**config.mk**
```make
export PLATFORM = sky130hd
export DESIGN_NAME = ccep_dev_flat
export DESIGN_NICKNAME = d
export VERILOG_FILES = /design/src/core/ccep_pkg.sv /design/src/core/ccep_if.sv /design/src/core/ccep_dev.sv /design/src/flat_wrapper.sv
export SDC_FILE = /design/constraint.sdc
export NUM_CORES = 1
export LEC_CHECK = 0
export BUFFER_PORTS_ARGS = -buffer_cell sky130_fd_sc_hd__buf_2
export CORE_ASPECT_RATIO = 0.7
export CORE_MARGIN = 2
export CORE_UTILIZATION = 53
export DETAILED_ROUTE_END_ITERATION = 8
export MAX_ROUTING_LAYER = met4
export PLACE_DENSITY = 0.81
export RECOVER_POWER = 100
export SKIP_LAST_GASP = 1
export SLEW_MARGIN = 10
export SYNTH_ARGS = -nofsm -noshare
export SYNTH_HDL_FRONTEND = slang
export SYNTH_SLANG_ARGS = --single-unit
```
**constraint.sdc**
```tcl
create_clock -name i_clk -period 2.45 [get_ports i_clk]
set_input_delay 0.1225 -clock i_clk [delete_from_list [all_inputs] [get_ports i_clk]]
set_output_delay 0.1225 -clock i_clk [all_outputs]
set_load 0.05 [all_outputs]
```
**src/core/ccep_pkg.sv**
```systemverilog
// Purpose: Shared constants and types for the cache error and power blocks
// Assumes: One clock at 40 MHz, synchronous active-low reset
// Notes: Operation and error codes are shared by both ends
package ccep_pkg;

  // Operation kinds issued to the controller
  typedef enum logic [3:0] {
    CCEP_OP_ALLOC = 4'b0001,
    CCEP_OP_CLEAN = 4'b0010,
    CCEP_OP_INV = 4'b0100,
    CCEP_OP_CLINV = 4'b1000
  } ccep_op_t;

  // Controller states
  typedef enum logic [6:0] {
    CCEP_ST_IDLE = 7'b000_0001,
    CCEP_ST_RAMWAIT = 7'b000_0010,
    CCEP_ST_TAGRD = 7'b000_0100,
    CCEP_ST_DATARD = 7'b000_1000,
    CCEP_ST_EVICT = 7'b001_0000,
    CCEP_ST_TAGWR = 7'b010_0000,
    CCEP_ST_DATAWR = 7'b100_0000
  } ccep_state_t;

  // Outcome codes
  localparam logic [1:0] CCEP_RES_DONE = 2'h0;
  localparam logic [1:0] CCEP_RES_CANCEL = 2'h1;

  // Sticky interrupt bit positions
  localparam int CCEP_IRQ_TAG_PAR = 0;
  localparam int CCEP_IRQ_TAG_RD = 1;
  localparam int CCEP_IRQ_DATA_PAR = 2;
  localparam int CCEP_IRQ_DATA_RD = 3;
  localparam int CCEP_IRQ_TAG_WR = 4;
  localparam int CCEP_IRQ_DATA_WR = 5;
  localparam int CCEP_IRQ_W = 6;

  // Clock kept running after restart
  localparam int CCEP_CLK_HZ = 40_000_000;
  localparam int CCEP_HOLD_NS = 200;
  localparam int CCEP_HOLD_CYC =
    (CCEP_HOLD_NS * (CCEP_CLK_HZ / 1_000_000) + 999) / 1000;
  localparam logic [7:0] CCEP_HOLD_CNT = 8'(CCEP_HOLD_CYC);

endpackage

```
**src/core/ccep_if.sv**
```systemverilog
// Purpose: Link between cache controller and its power/master side
// Assumes: Single clock, no clocking block
// Notes: Power side gates the clock outside this code
`timescale 1ns/1ps
`default_nettype none
interface ccep_if (
  input wire logic i_clk
);
  logic req_valid;
  logic req_ready;
  logic [3:0] req_op;
  logic [1:0] rsp_result;
  logic rsp_valid;
  logic rsp_evicted;
  logic tag_par_err;
  logic tag_ram_err;
  logic data_par_err;
  logic data_ram_err;
  logic tag_wr_err;
  logic data_wr_err;
  logic ram_wait;
  logic idle;
  logic [5:0] irq;
  logic combined_irq;
  logic axi_valid;
  logic clk_run;
  logic rst_req_b;

  modport dev (
    input req_valid, req_op, tag_par_err, tag_ram_err, data_par_err,
    input data_ram_err, tag_wr_err, data_wr_err, ram_wait,
    output req_ready, rsp_result, rsp_valid, rsp_evicted, idle, irq,
    output combined_irq
  );
  modport sys (
    output req_valid, req_op, tag_par_err, tag_ram_err, data_par_err,
    output data_ram_err, tag_wr_err, data_wr_err, ram_wait,
    input req_ready, rsp_result, rsp_valid, rsp_evicted, idle, irq,
    input combined_irq,
    output clk_run, rst_req_b, axi_valid
  );
endinterface
`default_nettype wire

```
**src/core/ccep_dev.sv**
```systemverilog
// Purpose: Cache controller end: RAM error handling, sticky irqs, idle
// Assumes: Error inputs arrive from same-clock RAM logic
// Notes: Overview of rules below
`timescale 1ns/1ps
`default_nettype none
module ccep_dev (
  input wire logic i_clk,
  input wire logic i_rst_b,
  ccep_if.dev bus,
  input wire logic i_irq_clear,
  output logic o_busy
);
  ccep_pkg::ccep_state_t state;
  ccep_pkg::ccep_state_t next_state;
  logic [3:0] op;
  logic evict_ok;
  logic [ccep_pkg::CCEP_IRQ_W-1:0] irq;
  logic [ccep_pkg::CCEP_IRQ_W-1:0] next_irq_set;
  logic finish;
  logic cancel;
  logic tag_fault;

  function automatic logic at_idle(input ccep_pkg::ccep_state_t s);
    at_idle = (s == ccep_pkg::CCEP_ST_IDLE);
  endfunction

  // Which steps an operation visits
  function automatic logic has_data(input logic [3:0] o);
    has_data = (o != 4'(ccep_pkg::CCEP_OP_INV));
  endfunction

  function automatic logic has_tag_write(input logic [3:0] o);
    has_tag_write = (o != 4'(ccep_pkg::CCEP_OP_CLEAN));
  endfunction

  assign tag_fault = bus.tag_par_err || bus.tag_ram_err;

  // Sequencing through the RAM steps
  always_comb begin
    next_state = state;
    finish = 1'b0;
    cancel = 1'b0;
    case (state)
      ccep_pkg::CCEP_ST_IDLE: begin
        if (bus.req_valid) begin
          next_state = ccep_pkg::CCEP_ST_RAMWAIT;
        end
      end
      ccep_pkg::CCEP_ST_RAMWAIT: begin
        if (!bus.ram_wait) begin
          next_state = ccep_pkg::CCEP_ST_TAGRD;
        end
      end
      ccep_pkg::CCEP_ST_TAGRD: begin
        if (tag_fault) begin
          cancel = 1'b1;
          next_state = ccep_pkg::CCEP_ST_IDLE;
        end else if (has_data(op)) begin
          next_state = ccep_pkg::CCEP_ST_DATARD;
        end else begin
          next_state = ccep_pkg::CCEP_ST_TAGWR;
        end
      end
      ccep_pkg::CCEP_ST_DATARD: begin
        // Completes regardless
        next_state = ccep_pkg::CCEP_ST_EVICT;
      end
      ccep_pkg::CCEP_ST_EVICT: begin
        if (has_tag_write(op)) begin
          next_state = ccep_pkg::CCEP_ST_TAGWR;
        end else begin
          finish = 1'b1;
          next_state = ccep_pkg::CCEP_ST_IDLE;
        end
      end
      ccep_pkg::CCEP_ST_TAGWR: begin
        if (op == 4'(ccep_pkg::CCEP_OP_ALLOC)) begin
          next_state = ccep_pkg::CCEP_ST_DATAWR;
        end else begin
          finish = 1'b1;
          next_state = ccep_pkg::CCEP_ST_IDLE;
        end
      end
      ccep_pkg::CCEP_ST_DATAWR: begin
        finish = 1'b1;
        next_state = ccep_pkg::CCEP_ST_IDLE;
      end
      default: begin
        next_state = ccep_pkg::CCEP_ST_IDLE;
      end
    endcase
  end

  // Error capture, one bit per RAM fault
  always_comb begin
    next_irq_set = '0;
    case (state)
      ccep_pkg::CCEP_ST_TAGRD: begin
        next_irq_set[ccep_pkg::CCEP_IRQ_TAG_PAR] = bus.tag_par_err;
        next_irq_set[ccep_pkg::CCEP_IRQ_TAG_RD] = bus.tag_ram_err;
      end
      ccep_pkg::CCEP_ST_DATARD: begin
        next_irq_set[ccep_pkg::CCEP_IRQ_DATA_PAR] = bus.data_par_err;
        next_irq_set[ccep_pkg::CCEP_IRQ_DATA_RD] = bus.data_ram_err;
      end
      ccep_pkg::CCEP_ST_TAGWR: begin
        next_irq_set[ccep_pkg::CCEP_IRQ_TAG_WR] =
          bus.tag_wr_err;
      end
      ccep_pkg::CCEP_ST_DATAWR: begin
        next_irq_set[ccep_pkg::CCEP_IRQ_DATA_WR] =
          bus.data_wr_err;
      end
      default: begin
        next_irq_set = '0;
      end
    endcase
  end

  // State register
  always_ff @(posedge i_clk) begin
    if (!i_rst_b) begin
      state <= ccep_pkg::CCEP_ST_IDLE;
    end else begin
      state <= next_state;
    end
  end

  // Operation captured when taken
  always_ff @(posedge i_clk) begin
    if (!i_rst_b) begin
      op <= 4'h0;
    end else if (at_idle(state) && bus.req_valid) begin
      op <= bus.req_op;
    end
  end

  // Eviction dropped on data RAM error
  always_ff @(posedge i_clk) begin
    if (!i_rst_b) begin
      evict_ok <= 1'b0;
    end else if (state == ccep_pkg::CCEP_ST_DATARD) begin
      evict_ok <= !bus.data_ram_err;
    end else if (at_idle(state)) begin
      evict_ok <= 1'b0;
    end
  end

  // Set wins over clear
  genvar g;
  generate
    for (g = 0; g < ccep_pkg::CCEP_IRQ_W; g++) begin : g_irq
      always_ff @(posedge i_clk) begin
        if (!i_rst_b) begin
          irq[g] <= 1'b0;
        end else if (next_irq_set[g]) begin
          irq[g] <= 1'b1;
        end else if (i_irq_clear) begin
          irq[g] <= 1'b0;
        end
      end
    end
  endgenerate

  // Response pulse, one cycle per operation
  always_ff @(posedge i_clk) begin
    if (!i_rst_b) begin
      bus.rsp_valid <= 1'b0;
    end else begin
      bus.rsp_valid <= finish || cancel;
    end
  end

  always_ff @(posedge i_clk) begin
    if (!i_rst_b) begin
      bus.rsp_result <= ccep_pkg::CCEP_RES_DONE;
    end else begin
      bus.rsp_result <= cancel ? ccep_pkg::CCEP_RES_CANCEL
                               : ccep_pkg::CCEP_RES_DONE;
    end
  end

  always_ff @(posedge i_clk) begin
    if (!i_rst_b) begin
      bus.rsp_evicted <= 1'b0;
    end else begin
      bus.rsp_evicted <= finish && evict_ok;
    end
  end

  // Ready only between operations
  assign bus.req_ready = at_idle(state);
  assign bus.irq = irq;
  assign bus.combined_irq = |irq;
  // Idle only with nothing taken or pending
  assign bus.idle = at_idle(state)
                    && !bus.req_valid && !bus.rsp_valid;
  assign o_busy = !bus.idle;
endmodule
`default_nettype wire

```
**src/flat_wrapper.sv**
```systemverilog
// flat-port wrapper written by rule: the top's interface ports become plain ports
module ccep_dev_flat 
  (i_clk, i_rst_b, i_irq_clear, o_busy, bus_req_valid, bus_req_op, bus_tag_par_err, bus_tag_ram_err, bus_data_par_err, bus_data_ram_err, bus_tag_wr_err, bus_data_wr_err, bus_ram_wait, bus_req_ready, bus_rsp_result, bus_rsp_valid, bus_rsp_evicted, bus_idle, bus_irq, bus_combined_irq);
  ccep_if bus_i (.i_clk(i_clk));
  input wire logic i_clk;
  input wire logic i_rst_b;
  input wire logic i_irq_clear;
  output logic o_busy;
  input wire logic [$bits(bus_i.req_valid)-1:0] bus_req_valid;
  input wire logic [$bits(bus_i.req_op)-1:0] bus_req_op;
  input wire logic [$bits(bus_i.tag_par_err)-1:0] bus_tag_par_err;
  input wire logic [$bits(bus_i.tag_ram_err)-1:0] bus_tag_ram_err;
  input wire logic [$bits(bus_i.data_par_err)-1:0] bus_data_par_err;
  input wire logic [$bits(bus_i.data_ram_err)-1:0] bus_data_ram_err;
  input wire logic [$bits(bus_i.tag_wr_err)-1:0] bus_tag_wr_err;
  input wire logic [$bits(bus_i.data_wr_err)-1:0] bus_data_wr_err;
  input wire logic [$bits(bus_i.ram_wait)-1:0] bus_ram_wait;
  output wire logic [$bits(bus_i.req_ready)-1:0] bus_req_ready;
  output wire logic [$bits(bus_i.rsp_result)-1:0] bus_rsp_result;
  output wire logic [$bits(bus_i.rsp_valid)-1:0] bus_rsp_valid;
  output wire logic [$bits(bus_i.rsp_evicted)-1:0] bus_rsp_evicted;
  output wire logic [$bits(bus_i.idle)-1:0] bus_idle;
  output wire logic [$bits(bus_i.irq)-1:0] bus_irq;
  output wire logic [$bits(bus_i.combined_irq)-1:0] bus_combined_irq;
  assign bus_i.req_valid = bus_req_valid;
  assign bus_i.req_op = bus_req_op;
  assign bus_i.tag_par_err = bus_tag_par_err;
  assign bus_i.tag_ram_err = bus_tag_ram_err;
  assign bus_i.data_par_err = bus_data_par_err;
  assign bus_i.data_ram_err = bus_data_ram_err;
  assign bus_i.tag_wr_err = bus_tag_wr_err;
  assign bus_i.data_wr_err = bus_data_wr_err;
  assign bus_i.ram_wait = bus_ram_wait;
  assign bus_req_ready = bus_i.req_ready;
  assign bus_rsp_result = bus_i.rsp_result;
  assign bus_rsp_valid = bus_i.rsp_valid;
  assign bus_rsp_evicted = bus_i.rsp_evicted;
  assign bus_idle = bus_i.idle;
  assign bus_irq = bus_i.irq;
  assign bus_combined_irq = bus_i.combined_irq;
  ccep_dev u_core (.i_clk(i_clk), .i_rst_b(i_rst_b), .bus(bus_i), .i_irq_clear(i_irq_clear), .o_busy(o_busy));
endmodule
```
* Word-level counts from Yosys, hierarchy flattened *
Cells that the tools add are included.

storage, ports and cells
  flip-flop bits (word level) = 22
  latch bits = 0
  memory bits (writable) = 0
  bits in read-only memories = 0
  input bits = 15
  output and inout port bits = 14
  logic and storage cells = 69
  memories = 0

operators by class
  $add $sub $neg = 0
  multipliers = 0
  divide/modulo/power cells = 0
  $lt $le $gt $ge = 0
  equality and inequality tests = 12
  shifts and indexed selects = 0
  multiplexer cells = 26
  bitwise logic cells = 0
  reductions and logical operators = 19

operators with widths
  cell                                                                     count
  7-bit case mux with 6 select lines                                       1
  7-bit 2-to-1 mux                                                         4
  1-bit 2-to-1 mux                                                         16
  2-bit nonzero test                                                       7
  6-bit 2-to-1 mux                                                         2
  7-bit by 1-bit equality test with 1-bit output, second input constant    1
  7-bit by 2-bit equality test with 1-bit output, second input constant    1
  7-bit by 3-bit equality test with 1-bit output, second input constant    1
  7-bit by 4-bit equality test with 1-bit output, second input constant    1
  7-bit by 5-bit equality test with 1-bit output, second input constant    1
  7-bit by 6-bit equality test with 1-bit output, second input constant    1
  7-bit equality test, second input constant                               1
  6-bit OR reduction                                                       1
  4-bit by 1-bit equality test with 1-bit output, second input constant    1
  1-bit logical AND                                                        4
  1-bit zero test                                                          4
  2-bit 2-to-1 mux                                                         2
  2-bit inequality test, second input constant                             2
  4-bit by 2-bit inequality test with 1-bit output, second input constant  1
  4-bit by 3-bit inequality test with 1-bit output, second input constant  1
  1-bit case mux with 3 select lines                                       1
  1-bit logical OR                                                         2
  2-bit AND reduction                                                      1

* Logic depth before layout (Yosys ltp) *
Gate-level depths: netlist of run 1.

  depth in word-level cells = 4
  depth in mapped cells = 4
  gate-level depth less buffers = 4

* Least setup slack after synthesis of run 1 *
OpenSTA, ideal clock, no wires.

  path type = flip-flop to output port
  from = reg u_core.state[5]
  to = out bus_idle
  data arrival time = 1.877 ns
  required time = 2.328 ns
  slack = 0.450 ns
  stages on the path, launching flop included = 5
  buffers on the path = 0
  path through = dfxtp_1 -> nor3_1 -> nand3_1 -> or3_1 -> inv_1

between the ends
  longest elaborated chain between the ends = 3

ends and longest elaborated chain
  item                                            line                RTL
  start: declaration                              ccep_dev.sv:13      ccep_pkg::ccep_state_t state;
  start signal: assignment                        ccep_dev.sv:123     state <= ccep_pkg::CCEP_ST_IDLE;
  start signal: assignment                        ccep_dev.sv:125     state <= next_state;
  7-bit by 1-bit equality test with 1-bit output  ccep_dev.sv:24      at_idle = (s == ccep_pkg::CCEP_ST_IDLE);
  1-bit logical AND (2 in a row)                  ccep_dev.sv:197     && !bus.req_valid && !bus.rsp_valid;
  end: declaration                                flat_wrapper.sv:22  output wire logic [$bits(bus_i.idle)-1:0] bus_idle;

Every way passes these cells.

* Worst setup path in the final report of run 1 *
  from = reg u_core.state[0]
  to = reg u_core.state[3]

between the ends
  longest elaborated chain between the ends = 3
  elaborated cells on any way between the ends = 10
  classes of those cells = eq/ne (8); mux (1); reduce/logical (1)

ends and longest elaborated chain
  item                                                                                                              line            RTL
  7-bit by 2-bit equality test with 1-bit output or 7-bit by 1-bit equality test with 1-bit output (tied branches)  ccep_dev.sv:43  case (state)
  2-bit inequality test (no line)                                                                                   --
  2-bit AND reduction (no line)                                                                                     --

Parallel ways exist; a longest one is shown, timed or not.
A chain may end at the register's enable or synchronous reset.

==> flow_metrics.tcl, run 1 <==
set metrics [dict create \
    yosys_warnings 0 \
    finalHoldViolations 0 \
    worstPathRequired_ns 2.71 \
    timing.fmax_ghz 0.4380 \
    cts_tree "built" \
    drive_gt1_share_pct 14.29 \
    postCtsSetupBuffers 0 \
    antenna_found_initial 0 \
    grt_max_degree 19 \
    first_global_vias 797 \
    crit_fanout 7 \
    synth-async-reset-ratio_pct 0 \
    setup_tns_ns 0 \
    holdCritPathClass "input pin to register" \
    area_growth_pct 19.32 \
    max_slew.worst_pin.slew_ns 0.6046 \
    reg2regPathDepth 5 \
    clock_latency_ns 0.31 \
    dp_slack_ns 0.6949 \
    hpwl_um 1827 \
    viasPerCell 5.716 \
    ys_top_cells_by_area "dfxtp_1 (42%), nor2b_1 (9.4%), mux2i_1 (4.0%), nor2_1 (3.4%), a21oi_1 (3.0%)" \
    critPathKind "register to register" \
    die_w_um 55.85 \
    yosysSeqAreaShare_pct 42.16 \
    fin_ws_ns 0.1671 \
    cp-start-kind "register" \
    grt_pass1_wl_um 3629 \
    clockRootBuffer "clkbuf_4" \
    place.gp.congestion 0.8829 \
    die_h_um 40.29 \
    grt-ovfl-total 0 \
    reg2reg_slack_ns 0.17 \
    syn_inst 113 \
    synth_ff_type "dfxtp_1" \
    path_clk_slew_ns 0.11 \
    io_buffers 27 \
    layout.nets 163 \
    first_pass_iters 5 \
    htreeDepth 1 \
    drt-initial-drc-count 39 \
    final_cell_area_mm2 0.001190 \
    pin_count 29 \
    core_mm2 0.001822 \
    ir_worst_vdd_v 0.0005227 \
    clock_skew_ns 0.003231 \
    synthDistinctLibCells 39 \
    period_minus_slack_ns 2.283 \
    clk_path_buf_depth 2 \
    drt_wl_total_um 2432 \
    maxCapViolCount 0 \
    grt.total_usage_pct 23.02 \
    drc 0 \
    synth_top_area_share_pct 42.16 \
    cts_resized 0 \
    setup_violations 0 \
    num_rows 13 \
    slew_viol_final 0 \
    drtAntennaViolNets 0 \
    ys_ff_latch 21 \
    place_area_mm2 0.001164 \
    status "finished clean" \
    p_per_area_mw_per_mm2 542.7 \
    worstPathArrival_ns 2.54 \
    post-route-period-util_pct 93.18 \
    routed-via-count 966 \
    max_slew_margin_pct 59.86 \
    syn_area_per_cell_um2 8.825 \
    end_kind "register" \
    diodes 0 \
    drt-wirelength-per-cell_um 14.39 \
    cts_buffers 3 \
    synth_area_leader_cell "dfxtp_1" \
    synthesis.nets 128 \
    dieArea_mm2 0.002250 \
    initial_core_util_pct 54.74 \
    synth-edff-count 0 \
    hold_depth 3 \
    power_leakage_nw 0.5022 \
    power_mw 0.6457 \
    syn-cell-area_um2 997.2 \
    rsz0062_at_grt "no" \
    cts_sinks 21 \
]
per-stage QoR:
| stage | instances | utilization (%) | hold slack [ns] |
|---|---|---|---|
| after CTS | 169 | 66.96 | 0.05339 |
| final | 169 | 65.32 | 0.06210 |
| after global routing | 169 | 65.32 | 0.05856 |
| after global placement | 162 | 63.87 | 0.3250 |
| after floorplan | 113 | - | 0.2003 |
| after detailed placement | 162 | 63.87 | 0.3255 |
timing repair:
item                                    4_1_cts  5_1_grt
hold buffers                                  3        0
endpoints found under the hold margin         2        0
endpoints found under the setup margin        0        0
critical path, cell delays in order, from the launching register on:
cell and delay, ns:
dfxtp_1 0.36, or4b_2 0.72, nor2_1 0.22, nand2_1 0.11, nor4_1 0.23, dlygate4sd3_1 0.59
cell type report:
class	count	area, µm²
multi-input combinational	85	539.3
clock buffer	4	26.28
sequential	21	420.4
timing repair buffer	32	157.7
inverter	5	18.77
tap	22	27.53
fill	180	631.9
cell usage after synthesis, types with 2 or more instances:
cell and count:
inv_1 5, and2_1 2, o21ai_0 2, o41ai_1 2, nor3_1 4, dfxtp_1 21, nor4b_1 3, a21oi_1 6
nand3_1 3, nand2_1 4, mux2i_1 4, nor2b_1 15, nand2b_1 3, nor2_1 9, or2_2 2, or3_1 3
nor4_1 3
path summary, 6_finish.rpt:
| kind | endpoint | startpoint |
|---|---|---|
| max reg2reg | u_core.state[3]$_SDFFE_PN0P_ | u_core.state[0]$_SDFFE_PN1P_ |
| min | u_core.bus.irq[2]$_SDFFE_PN0P_ | bus_data_par_err |
| max | u_core.state[3]$_SDFFE_PN0P_ | u_core.state[0]$_SDFFE_PN1P_ |
| min reg2reg | u_core.bus.rsp_evicted$_SDFF_PN0_ | u_core.evict_ok$_SDFFE_PN0P_ |
report_power, final:
| group | total [mW] | switching (mW) | leakage, nW | internal [mW] |
|---|---|---|---|---|
| combinational | 0.118 | 0.0747 | 0.317 | 0.0430 |
| sequential | 0.361 | 0.0112 | 0.170 | 0.350 |
| clock | 0.167 | 0.103 | 0.0150 | 0.0637 |
| total | 0.646 | 0.189 | 0.502 | 0.457 |
placed cells by master, fill, tap and decap left out, types with 2 or more instances in the layout:
cell type / n
o41ai_1: 2
nand2_1: 4
clkbuf_1: 15
nor4_1: 3
a21oi_1: 6
buf_2: 14
inv_1: 5
clkbuf_4: 3
dfxtp_1: 21
nor3_1: 4
nand2b_1: 3
mux2i_1: 4
nor2b_1: 15
or3_1: 3
nor2_1: 9
or2_2: 2
dlygate4sd3_1: 3
o21ai_0: 2
nor4b_1: 3
nand3_1: 3
state kept, by name, indices dropped and copies added, names as in the netlist:
name,cells
u_core.op,4
u_core.state,7
u_core.bus.irq,6
u_core.bus.rsp_valid,1
u_core.bus.rsp_evicted,1
u_core.bus.rsp_result,1
u_core.evict_ok,1
routing by layer:
layer	GRT usage, %	vias to the layer above	routed length [µm]	share of wire, %
met4	5.952	0	20	0.82
li1	-	478	-	-
met3	8.710	3	163	6.7
met5	-	-	0	0
met1	29.13	450	1159	48
met2	35.42	35	1089	45
cell families after synthesis:
| kind of cell | synth area share, % |
|---|---|
| other cells | 0.3761 |
| mux | 4.015 |
| simple gates | 36.26 |
| flops | 42.16 |
| buf+inv | 3.011 |
| compound gates | 14.18 |
Note: power is estimated with default switching activity, not from simulation.
==> run 2: changes to the inputs <==
CORE_ASPECT_RATIO = not set   (was 0.7)
CORE_UTILIZATION = 55   (was 53)
CTS_BUF_LIST = sky130_fd_sc_hd__clkbuf_4 sky130_fd_sc_hd__clkbuf_8   (was not set)
PLACE_DENSITY = 0.84   (was 0.81)
==> run 2 against run 1 <==
Compared with the run above:
- non-clock buffer count fell by 4
- flip-flop and latch count is the same
- core utilization grew 2.9 points
- clock power up 7%
- sequential share of layout area increased by 0.76 points
- hold slack lost 0.046 ns
- critical path depth grew 1
- register-to-register slack better by 0.38 ns
- cell area is 2.1% lower
- global-route usage rose by 2.9 points
- largest power group unchanged
- highest routed layer unchanged
==> flow_metrics.tcl, run 2 (synthesis gave the netlist of run 1 again) <==
set metrics [dict create \
    seq_power_share_pct 55.2 \
    dieArea_mm2 0.002170 \
    drive_gt1_share_pct 16.08 \
    drt-initial-drc-count 19 \
    io_buffers 27 \
    largest_reg_flops 7 \
    worstPathArrival_ns 1.98 \
    crit_fanout 6 \
    setup_violations 0 \
    area_growth_pct 16.81 \
    first_global_vias 890 \
    p_per_area_mw_per_mm2 562.0 \
    period_minus_slack_ns 2.099 \
    viasPerCell 5.667 \
    slowest_stage "dfxtp_1" \
    cp-start-kind "register" \
    max_slew.worst_pin.slew_ns 0.6103 \
    routed-via-count 952 \
    slew_viol_final 0 \
    finalHoldViolations 0 \
    num_rows 15 \
    clock_latency_ns 0.30 \
    mostFrequentLayoutCells "dfxtp_1 (21), nor2b_1 (15), buf_2 (15)" \
    antenna_found_initial 0 \
    clock_skew_ns 0.003739 \
    comb_power_share_pct 17.5 \
    grt.total_usage_pct 25.89 \
    mostFrequentLayoutCell "dfxtp_1" \
    largest_register "u_core.state" \
    final_cell_area_mm2 0.001165 \
    layout.nets 159 \
    max_slew_margin_pct 58.74 \
    ir_worst_vdd_v 0.0003866 \
    post-route-period-util_pct 85.66 \
    drtAntennaViolNets 0 \
    cts_resized 0 \
    grt_max_degree 19 \
    largestRegisters "u_core.state: 7 flops, u_core.bus.irq: 6 flops, u_core.op: 4 flops" \
    cts_tree "built" \
    p_int_mw 0.4663 \
    diodes 0 \
    clockRootBuffer "clkbuf_4" \
    netSwitchingFraction_pct 28.76 \
    cp_cell_sequence "nor3_1 > clkbuf_1 > nand3_1 > or3_1 > inv_1 > buf_2" \
    maxCapViolCount 0 \
    holdCritPathClass "input pin to register" \
    worstPathRequired_ns 2.33 \
    critPathKind "register to output port" \
    grt_pass1_wl_um 3829 \
    power_leakage_nw 0.4921 \
    hpwl_um 1791 \
    end_kind "output port" \
    cts_buffers 3 \
    path_clk_slew_ns 0.12 \
    rsz0062_at_grt "no" \
    cp_num_buf_inv 3 \
    switchingPower_mw 0.1883 \
    clk_path_buf_depth 2 \
    pin_count 29 \
    timing.fmax_ghz 0.4765 \
    cts_sinks 21 \
    place_area_mm2 0.001160 \
    cp_top_family "simple AND/OR/NAND/NOR gates" \
    drt-wirelength-per-cell_um 13.92 \
    status "finished clean" \
    first_pass_iters 4 \
    postCtsHoldBufs 0 \
    cpPeakStageDelay_ns 0.37 \
    htreeDepth 1 \
    initial_core_util_pct 58.39 \
    setup_tns_ns 0 \
    grt-ovfl-total 0 \
    drc 0 \
    postCtsSetupBuffers 0 \
    die_h_um 46.58 \
    pwr-share-clk_pct 27.3 \
    die_w_um 46.58 \
    core_mm2 0.001708 \
    place.gp.congestion 0.8683 \
    drt_wl_total_um 2339 \
]
-- run 2: cell types whose count changed in the layout (fill, tap and decap cells not counted), sizes merged --
| cell | change |
|---|---|
| clkbuf | -2 |
| dlygate4sd3 | -3 |
| buf | +1 |
-- run 2: routing by layer --
metal  track usage, %  part of all wire [%]  vias up  routed length (µm)
li1                 -                     -      471                   -
met1            31.98                    43      438                1017
met2            40.83                    49       36                1143
met3            4.706                   5.4        7                 126
met4            11.43                   2.2        0                  52
met5                -                     0        -                   0
-- run 2: power groups by stage --
stage	sequential, mW	clock, mW	combinational (mW)
detailed placement	0.369	0	0.119
global route	0.363	0.194	0.125
finish	0.361	0.179	0.115
global placement	0.368	0	0.117
CTS	0.361	0.178	0.119
floorplan	0.367	0	0.0868
-- run 2: path summary, 6_finish.rpt --
check	end	cells after the start	startpoint	slack, ns
setup / recovery	bus_idle	6	u_core.state[5]$_SDFFE_PN0P_	0.35
hold / removal	u_core.state[3]$_SDFFE_PN0P_	2	bus_tag_ram_err	0.02
setup reg to reg	u_core.bus.rsp_evicted$_SDFF_PN0_	4	u_core.state[1]$_SDFFE_PN0P_	0.55
hold reg to reg	u_core.bus.rsp_evicted$_SDFF_PN0_	1	u_core.evict_ok$_SDFFE_PN0P_	0.48
-- run 2: area by class of cell --
class                      count  area, µm²
fill                         161      543.0
inverter                       5      18.77
multi-input combinational     85      539.3
timing repair buffer          28      125.1
clock buffer                   4      30.03
tap                           25      31.28
sequential                    21      420.4
-- run 2: stage by stage --
| step | std cells | util [%] | power [mW] | hold WS (ns) | setup WS (ns) |
|---|---|---|---|---|---|
| 2_1_floorplan | 113 | - | 0.4534 | 0.2003 | 0.4503 |
| 3_3_place_gp | 164 | 67.91 | 0.4843 | 0.3221 | 0.7516 |
| 3_5_place_dp | 164 | 67.91 | 0.4877 | 0.3368 | 0.6624 |
| 4_1_cts | 168 | 69.67 | 0.6589 | 0.01860 | 0.4939 |
| 5_1_grt | 168 | 68.21 | 0.6833 | 0.007723 | 0.2005 |
| 6_report | 168 | 68.21 | 0.6546 | 0.01650 | 0.3513 |
-- run 2: worst register-to-register path: stages, from the launching register on --
cell       delay, ns
dfxtp_1         0.38
or4_1           0.58
a2111oi_0       0.50
and2_0          0.25
o211a_1         0.16
==> run 3: changes to the inputs <==
BUFFER_PORTS_ARGS = not set   (was -buffer_cell sky130_fd_sc_hd__buf_2)
DONT_BUFFER_PORTS = 1   (was not set)
PLACE_DENSITY = 0.7   (was 0.84)
==> run 3 against run 2 <==
Compared with the run above:
- register-to-register slack got worse by 0.43 ns
- via count decreased by 5.6%
- hold slack got worse by 0.014 ns
- count of clock-buffer cells in the layout decreased by 1
- total power decreased by 0.77%
- critical path type is now register to register
- largest cell class unchanged
==> flow_metrics.tcl, run 3 (synthesis gave the netlist of run 1 again) <==
set metrics [dict create \
    timing.fmax_ghz 0.4288 \
    postCtsHoldBufs 14 \
    hpwl_um 1616 \
    io_buffers 0 \
    core_mm2 0.001708 \
    post-route-period-util_pct 95.19 \
    largestRegisters "u_core.state: 7 flops, u_core.bus.irq: 6 flops, u_core.op: 4 flops" \
    path_clk_slew_ns 0.13 \
    routed-via-count 899 \
    nFillCells 137 \
    largest_reg_flops 7 \
    diodes 0 \
    htreeDepth 1 \
    clk_path_buf_depth 2 \
    status "finished clean" \
    first_global_vias 849 \
    rsz0062_at_grt "no" \
    place.gp.congestion 0.8837 \
    num_rows 15 \
    worstPathRequired_ns 2.72 \
    slew_viol_final 0 \
    grt_pass1_wl_um 3663 \
    holdCritPathClass "input pin to register" \
    power_mw 0.6496 \
    die_h_um 46.58 \
    drt-initial-drc-count 19 \
    viasPerCell 5.800 \
    grt-ovfl-total 0 \
    cts_sinks 21 \
    crit_fanout 7 \
    maxCapViolCount 0 \
    min_from "bus_tag_ram_err" \
    layout.nets 146 \
    ir_worst_vdd_v 0.0004380 \
    reg2reg_from "u_core.state[0]$_SDFFE_PN1P_" \
    finalHoldViolations 0 \
    largest_register "u_core.state" \
    first_pass_iters 4 \
    max_slew.worst_pin.slew_ns 0.6927 \
    pin_count 29 \
    drc 0 \
    cts_buffers 3 \
    antenna_found_initial 0 \
    fin_cells 155 \
    cts_tree "built" \
    final_cell_area_mm2 0.001185 \
    drtAntennaViolNets 0 \
    initial_core_util_pct 58.39 \
    place_area_mm2 0.001025 \
    dpl.cell_count 137 \
    cp-start-kind "register" \
    p_per_area_mw_per_mm2 548.2 \
    max_slew_margin_pct 53.17 \
    mostFrequentLayoutCells "dfxtp_1 (21), nor2b_1 (15), dlygate4sd3_1 (14)" \
    grt_max_degree 19 \
    area_growth_pct 18.82 \
    postCtsSetupBuffers 0 \
    grt.total_usage_pct 25.66 \
    drt-wirelength-per-cell_um 15.09 \
    period_minus_slack_ns 2.332 \
    cts_resized 0 \
    clock_skew_ns 0.008399 \
    drive_gt1_share_pct 6.154 \
    clock_latency_ns 0.32 \
    end_kind "register" \
    drt_wl_total_um 2339 \
    setup_violations 0 \
    mostFrequentLayoutCell "dfxtp_1" \
    worstPathArrival_ns 2.60 \
    critPathKind "register to register" \
    clockRootBuffer "clkbuf_4" \
    setup_tns_ns 0 \
    die_w_um 46.58 \
    dieArea_mm2 0.002170 \
    power_leakage_nw 0.4779 \
    cp-startpoint "u_core.state[0]$_SDFFE_PN1P_" \
]
## run 3: cell types whose count changed in the layout (fill, tap and decap cells not counted), sizes merged
| cell | previous run | this run |
|---|---|---|
| clkbuf | 17 | 4 |
| dlygate4sd3 | 0 | 14 |
| clkinvlp | 0 | 1 |
| buf | 15 | 0 |
## run 3: worst max-delay path, cell delays in order, from the launching register on
cell and delay [ns]:
dfxtp_1 0.38, or4b_2 0.71, nor2_1 0.26, nand2_1 0.13, nor4_1 0.24, dlygate4sd3_1 0.57
## run 3: cell type report
type                       instances  area, µm²  share of cell area [%]
clock buffer                       3      22.52                   1.901
inverter                           5      18.77                   1.584
multi-input combinational         85      539.3                   45.51
sequential                        21      420.4                   35.48
tap                               25      31.28                   2.640
timing repair buffer              15      145.1                   12.25
clock inverter                     1      7.507                  0.6336
## run 3: metrics by stage
| stage | util [%] | worst slack, ns | hold WS, ns |
|---|---|---|---|
| after CTS | 69.96 | 0.1297 | 0.005837 |
| after global placement | 60.00 | 0.6301 | 0.2033 |
| final | 69.38 | 0.1178 | 0.002621 |
| after global routing | 69.38 | 0.02870 | 0.001149 |
| after floorplan | - | 0.4503 | 0.2003 |
| after detailed placement | 60.00 | 0.5883 | 0.2100 |
## run 3: final timing paths
| path | endpoint | slack [ns] | cells after the start |
|---|---|---|---|
| max | u_core.state[3]$_SDFFE_PN0P_ | 0.12 | 5 |
| min | u_core.bus.irq[1]$_SDFFE_PN0P_ | 0.003 | 2 |
| max reg2reg | u_core.state[3]$_SDFFE_PN0P_ | 0.12 | 5 |
| min reg2reg | u_core.bus.rsp_evicted$_SDFF_PN0_ | 0.50 | 1 |
## run 3: where the power goes
group	leakage, nW	switching (mW)	total [mW]	internal, mW
combinational	0.294	0.0675	0.112	0.0443
clock	0.0139	0.113	0.176	0.0625
sequential	0.170	0.0117	0.362	0.350
total	0.478	0.193	0.650	0.457
## run 3: layer usage
metal | part of all wire, % | vias to the layer above | track usage (%)
met5 | 0 | - | -
met4 | 1.6 | 0 | 10.86
met3 | 8.5 | 5 | 8.627
met2 | 48 | 36 | 41.67
met1 | 42 | 413 | 28.44
li1 | - | 445 | -
